$ cat src/rtl/phy_clk_pin_pkg.sv
package phy_clk_pin_pkg;

    // -------------------------------------------------------------
    // register map
    // -------------------------------------------------------------
    localparam logic [11:0] IO_CFG_IDX  = 12'h170;
    localparam logic [11:0] AUX_SEL_IDX = 12'h172;
    localparam logic [11:0] IO_CFG_ADDR  = IO_CFG_IDX << 2;
    localparam logic [11:0] AUX_SEL_ADDR = AUX_SEL_IDX << 2;

    localparam int CLK_SEL_LSB = 8;
    localparam int CLK_SEL_MSB = 12;
    localparam int CLK_DIS_BIT = 6;
    localparam int IMP_LSB     = 0;
    localparam int IMP_MSB     = 4;
    localparam int AUX1_LSB    = 4;
    localparam int AUX1_MSB    = 7;
    localparam int AUX0_LSB    = 0;
    localparam int AUX0_MSB    = 3;

    localparam logic [4:0] CLK_SEL_RST = 5'h0C;
    localparam logic       CLK_DIS_RST = 1'b0;
    localparam logic [3:0] AUX_SEL_RST = 4'h0;

    // -------------------------------------------------------------
    // clock select codes
    // -------------------------------------------------------------
    localparam logic [4:0] CLK_SEL_RX_A    = 5'h00;
    localparam logic [4:0] CLK_SEL_RX_D    = 5'h03;
    localparam logic [4:0] CLK_SEL_RXDIV_A = 5'h04;
    localparam logic [4:0] CLK_SEL_RXDIV_D = 5'h07;
    localparam logic [4:0] CLK_SEL_TX_A    = 5'h08;
    localparam logic [4:0] CLK_SEL_TX_D    = 5'h0B;
    localparam logic [4:0] CLK_SEL_REF     = 5'h0C;

    // -------------------------------------------------------------
    // auxiliary select codes
    // -------------------------------------------------------------
    localparam logic [3:0] AUX_DEFAULT = 4'h0;
    localparam logic [3:0] AUX_TX_SOF  = 4'h1;
    localparam logic [3:0] AUX_RX_SOF  = 4'h2;
    localparam logic [3:0] AUX_WAKE    = 4'h3;
    localparam logic [3:0] AUX_ENERGY  = 4'h4;
    localparam logic [3:0] AUX_LED3    = 4'h6;
    localparam logic [3:0] AUX_PRBS    = 4'h7;
    localparam logic [3:0] AUX_CONST0  = 4'h8;
    localparam logic [3:0] AUX_CONST1  = 4'h9;

    // -------------------------------------------------------------
    // divider and speed codes
    // -------------------------------------------------------------
    localparam logic [2:0] DIV_LAST = 3'h4;
    localparam logic [2:0] DIV_HIGH = 3'h2;
    localparam logic [1:0] SPEED_100  = 2'h1;
    localparam logic [1:0] SPEED_1000 = 2'h2;

    typedef struct packed {
        logic       ref_clk;
        logic [3:0] tx;
        logic [3:0] rx;
    } clk_src_t;

    typedef struct packed {
        logic rx_err;
        logic collision;
        logic tx_sof;
        logic rx_sof;
        logic wake;
        logic energy;
        logic led3;
        logic prbs_err;
    } aux_src_t;

endpackage : phy_clk_pin_pkg

$ cat src/rtl/phy_clk_pin_mux.sv
`timescale 1ns/10ps
`default_nettype none
module phy_clk_pin_mux (
    input  wire logic                      pclk,
    input  wire logic                      presetn,
    input  wire logic                      psel,
    input  wire logic                      penable,
    input  wire logic                      pwrite,
    input  wire logic [11:0]               paddr,
    input  wire logic [31:0]               pwdata,
    output logic      [31:0]               prdata,
    output logic                           pready,
    output logic                           pslverr,
    input  wire phy_clk_pin_pkg::clk_src_t clk_src,
    input  wire phy_clk_pin_pkg::aux_src_t aux_src,
    input  wire logic [1:0]                link_speed,
    input  wire logic [4:0]                trim_code,
    output logic                           clk_out,
    output logic                           clk_out_oe,
    output logic                           aux0_out,
    output logic                           aux1_out,
    output logic      [4:0]                impedance_code
);
    logic [8:0]                src_lvl;
    phy_clk_pin_pkg::clk_src_t lvl_s;
    logic [4:0]                clk_sel_ff;
    logic                      clk_dis_ff;
    logic [4:0]                imp_ff;
    logic                      trim_done_ff;
    logic [3:0]                aux0_sel_ff;
    logic [3:0]                aux1_sel_ff;
    logic [31:0]               prdata_ff;
    logic                      pready_ff;
    logic                      pslverr_ff;
    logic                      clk_out_ff;
    logic                      clk_out_oe_ff;
    logic                      aux0_ff;
    logic                      aux1_ff;
    logic [3:0]                rx_prev_ff;
    logic [2:0]                div_cnt_ff [4];
    logic [3:0]                div_lvl;
    logic                      nxt_clk_out;
    logic                      energy_ok;
    logic                      wr_io;
    logic                      wr_aux;

    // -------------------------------------------------------------
    // clock source synchronisers
    // -------------------------------------------------------------
    genvar gi;
    generate
        for (gi = 0; gi < 9; gi++) begin : g_sync
            pin_sync3 u_sync (
                .pclk    (pclk),
                .presetn (presetn),
                .din     (clk_src[gi]),
                .dout    (src_lvl[gi])
            );
        end
    endgenerate
    assign lvl_s = phy_clk_pin_pkg::clk_src_t'(src_lvl);

    // -------------------------------------------------------------
    // apb slave
    // -------------------------------------------------------------
    function automatic logic addr_hit(input logic [11:0] a);
        addr_hit = (a == phy_clk_pin_pkg::IO_CFG_ADDR) || (a == phy_clk_pin_pkg::AUX_SEL_ADDR);
    endfunction : addr_hit

    assign wr_io  = psel && penable && pready_ff && pwrite
                    && (paddr == phy_clk_pin_pkg::IO_CFG_ADDR);
    assign wr_aux = psel && penable && pready_ff && pwrite
                    && (paddr == phy_clk_pin_pkg::AUX_SEL_ADDR);

    always_ff @(posedge pclk or negedge presetn) begin
        if (!presetn) begin
            pready_ff  <= 1'b0;
            pslverr_ff <= 1'b0;
        end else begin
            pready_ff  <= psel && !penable;
            pslverr_ff <= psel && !penable && !addr_hit(paddr);
        end
    end

    // reserved bits are never stored and read as zero
    always_ff @(posedge pclk or negedge presetn) begin
        if (!presetn) begin
            prdata_ff <= 32'h0000_0000;
        end else if (psel && !penable && !pwrite) begin
            prdata_ff <= 32'h0000_0000;
            if (paddr == phy_clk_pin_pkg::IO_CFG_ADDR) begin
                prdata_ff[phy_clk_pin_pkg::CLK_SEL_MSB:phy_clk_pin_pkg::CLK_SEL_LSB]
                    <= clk_sel_ff;
                prdata_ff[phy_clk_pin_pkg::CLK_DIS_BIT] <= clk_dis_ff;
                prdata_ff[phy_clk_pin_pkg::IMP_MSB:phy_clk_pin_pkg::IMP_LSB] <= imp_ff;
            end else if (paddr == phy_clk_pin_pkg::AUX_SEL_ADDR) begin
                prdata_ff[phy_clk_pin_pkg::AUX1_MSB:phy_clk_pin_pkg::AUX1_LSB]
                    <= aux1_sel_ff;
                prdata_ff[phy_clk_pin_pkg::AUX0_MSB:phy_clk_pin_pkg::AUX0_LSB]
                    <= aux0_sel_ff;
            end
        end
    end

    // -------------------------------------------------------------
    // clock output configuration
    // -------------------------------------------------------------
    always_ff @(posedge pclk or negedge presetn) begin
        if (!presetn) begin
            clk_sel_ff <= phy_clk_pin_pkg::CLK_SEL_RST;
            clk_dis_ff <= phy_clk_pin_pkg::CLK_DIS_RST;
        end else if (wr_io) begin
            clk_sel_ff <= pwdata[phy_clk_pin_pkg::CLK_SEL_MSB:phy_clk_pin_pkg::CLK_SEL_LSB];
            clk_dis_ff <= pwdata[phy_clk_pin_pkg::CLK_DIS_BIT];
        end
    end

    // impedance code caught from trim on the first edge after reset
    always_ff @(posedge pclk or negedge presetn) begin
        if (!presetn) begin
            imp_ff       <= 5'h00;
            trim_done_ff <= 1'b0;
        end else if (!trim_done_ff) begin
            imp_ff       <= trim_code;
            trim_done_ff <= 1'b1;
        end else if (wr_io) begin
            imp_ff <= pwdata[phy_clk_pin_pkg::IMP_MSB:phy_clk_pin_pkg::IMP_LSB];
        end
    end

    // -------------------------------------------------------------
    // auxiliary select configuration
    // -------------------------------------------------------------
    always_ff @(posedge pclk or negedge presetn) begin
        if (!presetn) begin
            aux1_sel_ff <= phy_clk_pin_pkg::AUX_SEL_RST;
            aux0_sel_ff <= phy_clk_pin_pkg::AUX_SEL_RST;
        end else if (wr_aux) begin
            aux1_sel_ff <= pwdata[phy_clk_pin_pkg::AUX1_MSB:phy_clk_pin_pkg::AUX1_LSB];
            aux0_sel_ff <= pwdata[phy_clk_pin_pkg::AUX0_MSB:phy_clk_pin_pkg::AUX0_LSB];
        end
    end

    // -------------------------------------------------------------
    // receive clock divide by five
    // -------------------------------------------------------------
    generate
        for (gi = 0; gi < 4; gi++) begin : g_div
            always_ff @(posedge pclk or negedge presetn) begin
                if (!presetn) begin
                    rx_prev_ff[gi] <= 1'b0;
                    div_cnt_ff[gi] <= 3'h0;
                end else begin
                    rx_prev_ff[gi] <= lvl_s.rx[gi];
                    if (lvl_s.rx[gi] && !rx_prev_ff[gi]) begin
                        if (div_cnt_ff[gi] == phy_clk_pin_pkg::DIV_LAST) begin
                            div_cnt_ff[gi] <= 3'h0;
                        end else begin
                            div_cnt_ff[gi] <= div_cnt_ff[gi] + 3'h1;
                        end
                    end
                end
            end
            assign div_lvl[gi] = (div_cnt_ff[gi] < phy_clk_pin_pkg::DIV_HIGH);
        end
    endgenerate

    // -------------------------------------------------------------
    // clock output mux
    // -------------------------------------------------------------
    always_comb begin
        case (clk_sel_ff) inside
            [phy_clk_pin_pkg::CLK_SEL_RX_A:phy_clk_pin_pkg::CLK_SEL_RX_D]:
                nxt_clk_out = lvl_s.rx[clk_sel_ff[1:0]];
            [phy_clk_pin_pkg::CLK_SEL_RXDIV_A:phy_clk_pin_pkg::CLK_SEL_RXDIV_D]:
                nxt_clk_out = div_lvl[clk_sel_ff[1:0]];
            [phy_clk_pin_pkg::CLK_SEL_TX_A:phy_clk_pin_pkg::CLK_SEL_TX_D]:
                nxt_clk_out = lvl_s.tx[clk_sel_ff[1:0]];
            phy_clk_pin_pkg::CLK_SEL_REF:
                nxt_clk_out = lvl_s.ref_clk;
            default:
                nxt_clk_out = 1'b0;
        endcase
    end

    always_ff @(posedge pclk or negedge presetn) begin
        if (!presetn) begin
            clk_out_ff    <= 1'b0;
            clk_out_oe_ff <= 1'b0;
        end else begin
            clk_out_ff    <= nxt_clk_out && !clk_dis_ff;
            clk_out_oe_ff <= !clk_dis_ff;
        end
    end

    // -------------------------------------------------------------
    // auxiliary pin mux
    // -------------------------------------------------------------
    function automatic logic aux_pick(
        input logic [3:0]                sel,
        input logic                      dflt,
        input phy_clk_pin_pkg::aux_src_t s,
        input logic                      ed_ok
    );
        case (sel)
            phy_clk_pin_pkg::AUX_DEFAULT: aux_pick = dflt;
            phy_clk_pin_pkg::AUX_TX_SOF:  aux_pick = s.tx_sof;
            phy_clk_pin_pkg::AUX_RX_SOF:  aux_pick = s.rx_sof;
            phy_clk_pin_pkg::AUX_WAKE:    aux_pick = s.wake;
            phy_clk_pin_pkg::AUX_ENERGY:  aux_pick = s.energy && ed_ok;
            phy_clk_pin_pkg::AUX_LED3:    aux_pick = s.led3;
            phy_clk_pin_pkg::AUX_PRBS:    aux_pick = s.prbs_err;
            phy_clk_pin_pkg::AUX_CONST0:  aux_pick = 1'b0;
            phy_clk_pin_pkg::AUX_CONST1:  aux_pick = 1'b1;
            default:                      aux_pick = 1'b0;
        endcase
    endfunction : aux_pick

    assign energy_ok = (link_speed == phy_clk_pin_pkg::SPEED_1000)
                       || (link_speed == phy_clk_pin_pkg::SPEED_100);

    // each pin has its own flop, but one write to AUX_SEL_ADDR loads both selects
    always_ff @(posedge pclk or negedge presetn) begin
        if (!presetn) begin
            aux0_ff <= 1'b0;
        end else begin
            aux0_ff <= aux_pick(aux0_sel_ff, aux_src.rx_err, aux_src, energy_ok);
        end
    end

    always_ff @(posedge pclk or negedge presetn) begin
        if (!presetn) begin
            aux1_ff <= 1'b0;
        end else begin
            aux1_ff <= aux_pick(aux1_sel_ff, aux_src.collision, aux_src, energy_ok);
        end
    end

    assign prdata         = prdata_ff;
    assign pready         = pready_ff;
    assign pslverr        = pslverr_ff;
    assign clk_out        = clk_out_ff;
    assign clk_out_oe     = clk_out_oe_ff;
    assign aux0_out       = aux0_ff;
    assign aux1_out       = aux1_ff;
    assign impedance_code = imp_ff;
endmodule : phy_clk_pin_mux
`default_nettype wire

$ cat src/rtl/pin_sync3.sv
`timescale 1ns/10ps
`default_nettype none
module pin_sync3 (
    input  wire logic pclk,
    input  wire logic presetn,
    input  wire logic din,
    output logic      dout
);
    logic s1_ff;
    logic s2_ff;
    logic s3_ff;
    logic lvl_ff;

    // -------------------------------------------------------------
    // three stages, level moves once stages two and three agree
    // -------------------------------------------------------------
    always_ff @(posedge pclk or negedge presetn) begin
        if (!presetn) begin
            s1_ff <= 1'b0;
            s2_ff <= 1'b0;
            s3_ff <= 1'b0;
        end else begin
            s1_ff <= din;
            s2_ff <= s1_ff;
            s3_ff <= s2_ff;
        end
    end

    always_ff @(posedge pclk or negedge presetn) begin
        if (!presetn) begin
            lvl_ff <= 1'b0;
        end else if (s2_ff == s3_ff) begin
            lvl_ff <= s3_ff;
        end
    end

    assign dout = lvl_ff;
endmodule : pin_sync3
`default_nettype wire

$ cat config.mk
export PLATFORM = sky130hd
export DESIGN_NAME = phy_clk_pin_mux
export DESIGN_NICKNAME = d
export VERILOG_FILES = /design/src/rtl/phy_clk_pin_pkg.sv /design/src/rtl/phy_clk_pin_mux.sv /design/src/rtl/pin_sync3.sv
export SDC_FILE = /design/constraint.sdc
export NUM_CORES = 1
export LEC_CHECK = 0
export ABC_AREA = 1
export BUFFER_PORTS_ARGS = -buffer_cell sky130_fd_sc_hd__clkbuf_2
export CAP_MARGIN = 15
export CORE_UTILIZATION = 37
export CTS_CLUSTER_SIZE = 28
export DETAILED_ROUTE_END_ITERATION = 8
export MAX_ROUTING_LAYER = met4
export PLACE_DENSITY = 0.7
export SYNTH_ARGS = -nofsm -noshare
export SYNTH_HDL_FRONTEND = slang
export SYNTH_SLANG_ARGS = --single-unit
export TNS_END_PERCENT = 1
$ cat constraint.sdc
create_clock -name pclk -period 2.3 [get_ports pclk]
set_clock_uncertainty 0.05 [all_clocks]
set_input_delay 0.345 -clock pclk [delete_from_list [all_inputs] [get_ports pclk]]
set_output_delay 0.345 -clock pclk [all_outputs]
set_load 0.02 [all_outputs]
==> results.cfg, run 1 <==
[detailed_routing]
ant_nets = 0
vias = 2918
drtIter0Drc = 184
drc = 0
post_drt_wl_per_cell_um = 12.13
via_per_inst = 4.661
dr_wl_met2_um = 3561
dr.pass1.iters = 4
top_layer = met4
wl_met1_um = 3553
wl_met3_um = 309
totalWireLength_um = 7596

[yosys]
syn_avg_cell_area_um2 = 10.03
synth_area_leaders = dfrtp_1 55%, nand2_1 8.2%, nand3_1 4.6%
synth.most_common_cell = dfrtp_1
synth_top_area_share_pct = 55.49
yosys-top-cells-count = 89 x dfrtp_1, 88 x nand2_1, 41 x inv_1
yosys_warnings = 0
synth_area_um2 = 4014
ys_seq_area_share_pct = 56.80
async_flop_share_pct = 100.0
synth-seq-cells = 91
synth_cells = 400
synth_edf_count = 0
synth_top_area_cell = dfrtp_1
yosys_most_used_dff = dfrtp_1
synthDistinctLibCells = 36

[finish]
antenna_cells = 0
fin_area_um2 = 4697
fin_nets = 566
areaGrowthSynthToFinish_pct = 17.02
drive_above_1_share_pct = 25.71

[critical_path]
crit_required_ns = 1.90
cp_slowest_stage_delay_ns = 0.41
critPathSlowestCell = dfrtp_1
ff2ff_setup_slack_ns = 1.00
rr_startpoint = clk_sel_ff[0]
crit_family = flip-flops
setup.worst_path.end = impedance_code[0]
startpoint = impedance_code[0]
rr_endpoint = clk_out
end_kind = output pin
cp_num_cells = 1
worstPathArrival_ns = 0.97
path_class = reg -> out
timing.critical_path.buf_inv = 1
worstPathMaxFanout = 3
start_kind = flip-flop
rr_worst_depth = 5
cp_cell_sequence = clkbuf_2

[die]
start_util_pct = 38.53
chipHeight_um = 106.2
num_rows = 37
die_area_um2 = 11270
io_pins = 116
coreArea_um2 = 10420
die_w_um = 106.2

[global_route]
grt-ovfl-total = 0
grt_pass1_wl_um = 12830
grt_pass1_vias = 2772
antenna_found_initial = 0
grt.total_usage_pct = 15.04
grt_max_degree = 37

[hold_path]
hold_path_depth = 1
hp-class = in -> reg

[timing]
drv_slew = 0
fmax_mhz = 732.8
rsz0062_at_grt = false
setup_violations = 0
fin_tns_setup_ns = 0
hold_viol = 0
fin_crit_ns = 1.365
final.period_utilization_pct = 59.33

[clock_network]
clockRootBuffer = clkbuf_8
htreeDepth = 3
cts_hold_buf = 1
clk_path_buf_depth = 2
path_clk_slew_ns = 0.09
cts_setup_buffers = 0
clock_latency_ns = 0.36
cts_buffers = 9
clock-sinks = 91
cts_resized = 0
cts_tree = done

[power_and_ir_drop]
leakage_nw = 2.422
power.total_w = 0.003512
power.density_nw_per_um2 = 747.8
worst_ir_drop_vdd_mv = 0.3911

[placement]
gp_congestion = 0.8543
dp_hpwl_um = 5829
placed_area_um2 = 4484
place.port_buffers = 77

[job]
cap_violations = 0

[outcome]
status = finished clean
[how the worst min path moves through the flow]
stage / startpoint / end / slack [ns]
after global routing: clk_src[1] / g_sync[1].u_sync.s1_ff / 0.03
after CTS: clk_src[5] / g_sync[5].u_sync.s1_ff / 0.02
final: clk_src[5] / g_sync[5].u_sync.s1_ff / 0.04
after detailed placement: g_sync[1].u_sync.s1_ff / g_sync[1].u_sync.s2_ff / 0.28
after global placement: presetn / pslverr / 0.28
after floorplan: presetn / aux0_out / -0.0006
[cell families after synthesis]
kind of cell	synth area share, %
mux	1.403
simple gates	19.61
fa+ha+maj	4.738
buf+inv	8.666
flops	56.80
compound gates	8.603
other cells	0.1871
[area by class of cell]
type                       instances  area [um2]
fill                             999        5719
sequential                        91        2280
multi-input combinational        260        1454
timing repair buffer              81       432.9
tap                              136       170.2
inverter                          42       157.7
clock buffer                      11       141.4
clock inverter                     5       61.31
[stage by stage]
stage | util (%) | setup slack, ns | std cells | hold WS, ns
finish | 45.09 | 0.9354 | 626 | 0.03856
global placement | 43.05 | 0.6563 | 609 | 0.2821
floorplan | - | 0.9964 | 418 | -0.0005911
CTS | 45.09 | 0.9199 | 626 | 0.02063
detailed placement | 43.05 | 0.6168 | 609 | 0.2847
global route | 45.09 | 0.8396 | 626 | 0.02539
[per-layer routing]
layer	vias up	track usage, %
met5	-	-
met4	0	7.242
met3	15	2.759
met2	78	22.54
met1	1390	19.74
li1	1435	-
[state kept, by name, indices dropped and copies added, names as in the netlist, 4 cells and up]
register / cells
aux1_sel_ff: 4
g_sync.u_sync.s2_ff: 9
rx_prev_ff: 4
impedance_code: 5
clk_sel_ff: 5
prdata: 13
g_sync.u_sync.dout: 9
g_sync.u_sync.s3_ff: 9
div_cnt_ff: 12
aux0_sel_ff: 4
g_sync.u_sync.s1_ff: 9
[placed cells by master (no fill, tap or decap), drive strengths merged]
master	netlist	routed
buf	24	4
dlygate4sd3	0	1
a21oi	14	14
a22o	1	1
o211ai	1	1
and3	1	1
inv	42	43
nand2	89	89
clkbuf	1	87
dfstp	2	2
clkinv	0	3
nand3	41	41
nand4	2	2
ha	8	8
conb	2	20
maj3	9	9
or2	2	2
mux2	5	5
o31ai	7	7
nor2	21	21
o21ai	31	31
dfrtp	89	89
a21boi	2	2
nor3	5	5
bufinv	0	1
o22ai	1	1
[power breakdown]
part           internal [W]  switching [W]  leakage (nW)  total, W
sequential          0.00176       0.000120          1.11   0.00188
combinational      0.000214       0.000322          1.21  0.000536
clock              0.000538       0.000558         0.104   0.00110
(Power assumes the default switching activity.)
==> inputs of run 2 (changes only) <==
Clock period 2.3 ns to 1.3 ns, I/O delays scaled along.
==> run 2 against run 1 <==
- first-iteration DRC count fell by 28%
- via count rose by 2.3%
- worst hold slack got worse by 0.029 ns
- cell area rose by 5.0%
- final cell count rose by 3.5%
- largest cell class unchanged
- highest routed layer unchanged
==> results.cfg, run 2 (same netlist as run 1, synthesis figures left out) <==
[outcome]
status = finished clean

[placement]
dp_hpwl_um = 6034
placed_cells = 620
place.port_buffers = 77
gp_congestion = 0.8384

[clock_network]
clock-sinks = 91
cts_buffers = 9
htreeDepth = 3
clockRootBuffer = clkbuf_8
cts_setup_buffers = 0
clock_latency_ns = 0.36
path_clk_slew_ns = 0.09
clk_path_buf_depth = 2
cts_tree = done

[detailed_routing]
totalWireLength_um = 8080
drc = 0
dr.pass1.iters = 4
ant_nets = 0
vias = 2986
via_per_inst = 4.608
post_drt_wl_per_cell_um = 12.47
drtIter0Drc = 133

[finish]
largest_reg_flops = 13
fin_nets = 588
final_common_cell = nand2_1
areaGrowthSynthToFinish_pct = 22.88
drive_above_1_share_pct = 28.13
final_util_pct = 47.35
stdcell_count = 648
final_cell_mix = 88 x nand2_1, 87 x dfrtp_1, 76 x clkbuf_2
antenna_cells = 0

[die]
io_pins = 116
die_w_um = 106.2
start_util_pct = 38.53
num_rows = 37
chipHeight_um = 106.2
die_area_um2 = 11270
coreArea_um2 = 10420

[global_route]
gr-usage-met2_pct = 24.63
top_usage_layer = met2
grt.total_usage_pct = 15.89
grt_use_met3_pct = 2.207
grt-ovfl-total = 0
grt_pass1_vias = 2890
grt_max_degree = 31
grt_pass1_wl_um = 13520
met1_usage_pct = 20.43
antenna_found_initial = 0

[critical_path]
end_kind = flip-flop
rr_endpoint = clk_out
start_kind = flip-flop
path_class = reg -> reg
rr_startpoint = clk_sel_ff[0]
rr_worst_depth = 7
worstPathArrival_ns = 1.50
startpoint = clk_sel_ff[0]
ff2ff_setup_slack_ns = 0.03
worstPathMaxFanout = 4
crit_required_ns = 1.53

[timing]
drv_slew = 0
hold_viol = 0
whs_ns = 0.009775
setup_violations = 0
final.period_utilization_pct = 97.41
fmax_mhz = 789.7
rsz0062_at_grt = true
fin_crit_ns = 1.266

[power_and_ir_drop]
power.density_nw_per_um2 = 1273
worst_ir_drop_vdd_mv = 0.6798
leakage_nw = 2.519

[job]
cap_violations = 0

[hold_path]
worst_hold_startpoint = pwdata[12]
whs_endpoint = clk_sel_ff[4]
hp-class = in -> reg
hold_path_depth = 3
[run 2: timing repair]
action | CTS | global route
resized for setup | 0 | 9
hold endpoints to repair | 34 | 0
setup endpoints to repair | 0 | 11
hold buffers | 12 | 0
[run 2: cell type report]
cell class / count / area (um2)
Clock buffer: 11 / 141.4
Clock inverter: 5 / 61.31
Fill cell: 991 / 5484
Inverter: 42 / 157.7
Multi-Input combinational cell: 260 / 1465
Sequential cell: 91 / 2282
Tap cell: 136 / 170.2
Timing Repair Buffer: 103 / 654.4
[run 2: how the worst max path moves through the flow]
| stage | to | cells after the start |
|---|---|---|
| after floorplan | impedance_code[0] | 4 |
| after global placement | aux0_sel_ff[0] | 7 |
| after detailed placement | aux0_sel_ff[0] | 7 |
| after CTS | clk_out | 6 |
| after global routing | clk_out | 7 |
| final | clk_out | 7 |
[run 2: power breakdown]
| group | switching, W | internal (W) | leakage, nW |
|---|---|---|---|
| combinational | 0.000594 | 0.000420 | 1.32 |
| sequential | 0.000218 | 0.00311 | 1.11 |
| clock | 0.000984 | 0.000948 | 0.0922 |
[run 2: metal layers]
layer  share of wire [%]  vias to the layer above
li1                    -                     1478
met5                   0                        -
met4                 2.1                        0
met1                  47                     1415
met3                 3.0                       16
met2                  48                       77
[run 2: critical path, stage by stage, from the launching register on]
cell and delay, ns:
dfrtp_1 0.44, buf_4 0.15, nand2_1 0.04, nand3_1 0.08, nand2_1 0.06, a21oi_1 0.13
nand2_1 0.09, a21oi_2 0.16
[run 2: per-stage QoR]
stage	area, um2	power (W)	setup slack (ns)	TNS (ns)
floorplan	4083	0.004014	0.03704	0
global placement	4593	0.004269	-0.01718	-0.05084
detailed placement	4593	0.004380	-0.05609	-0.3760
CTS	4916	0.006341	0.01800	0
global route	4932	0.006655	-0.1255	-0.2097
finish	4932	0.006277	0.03373	0
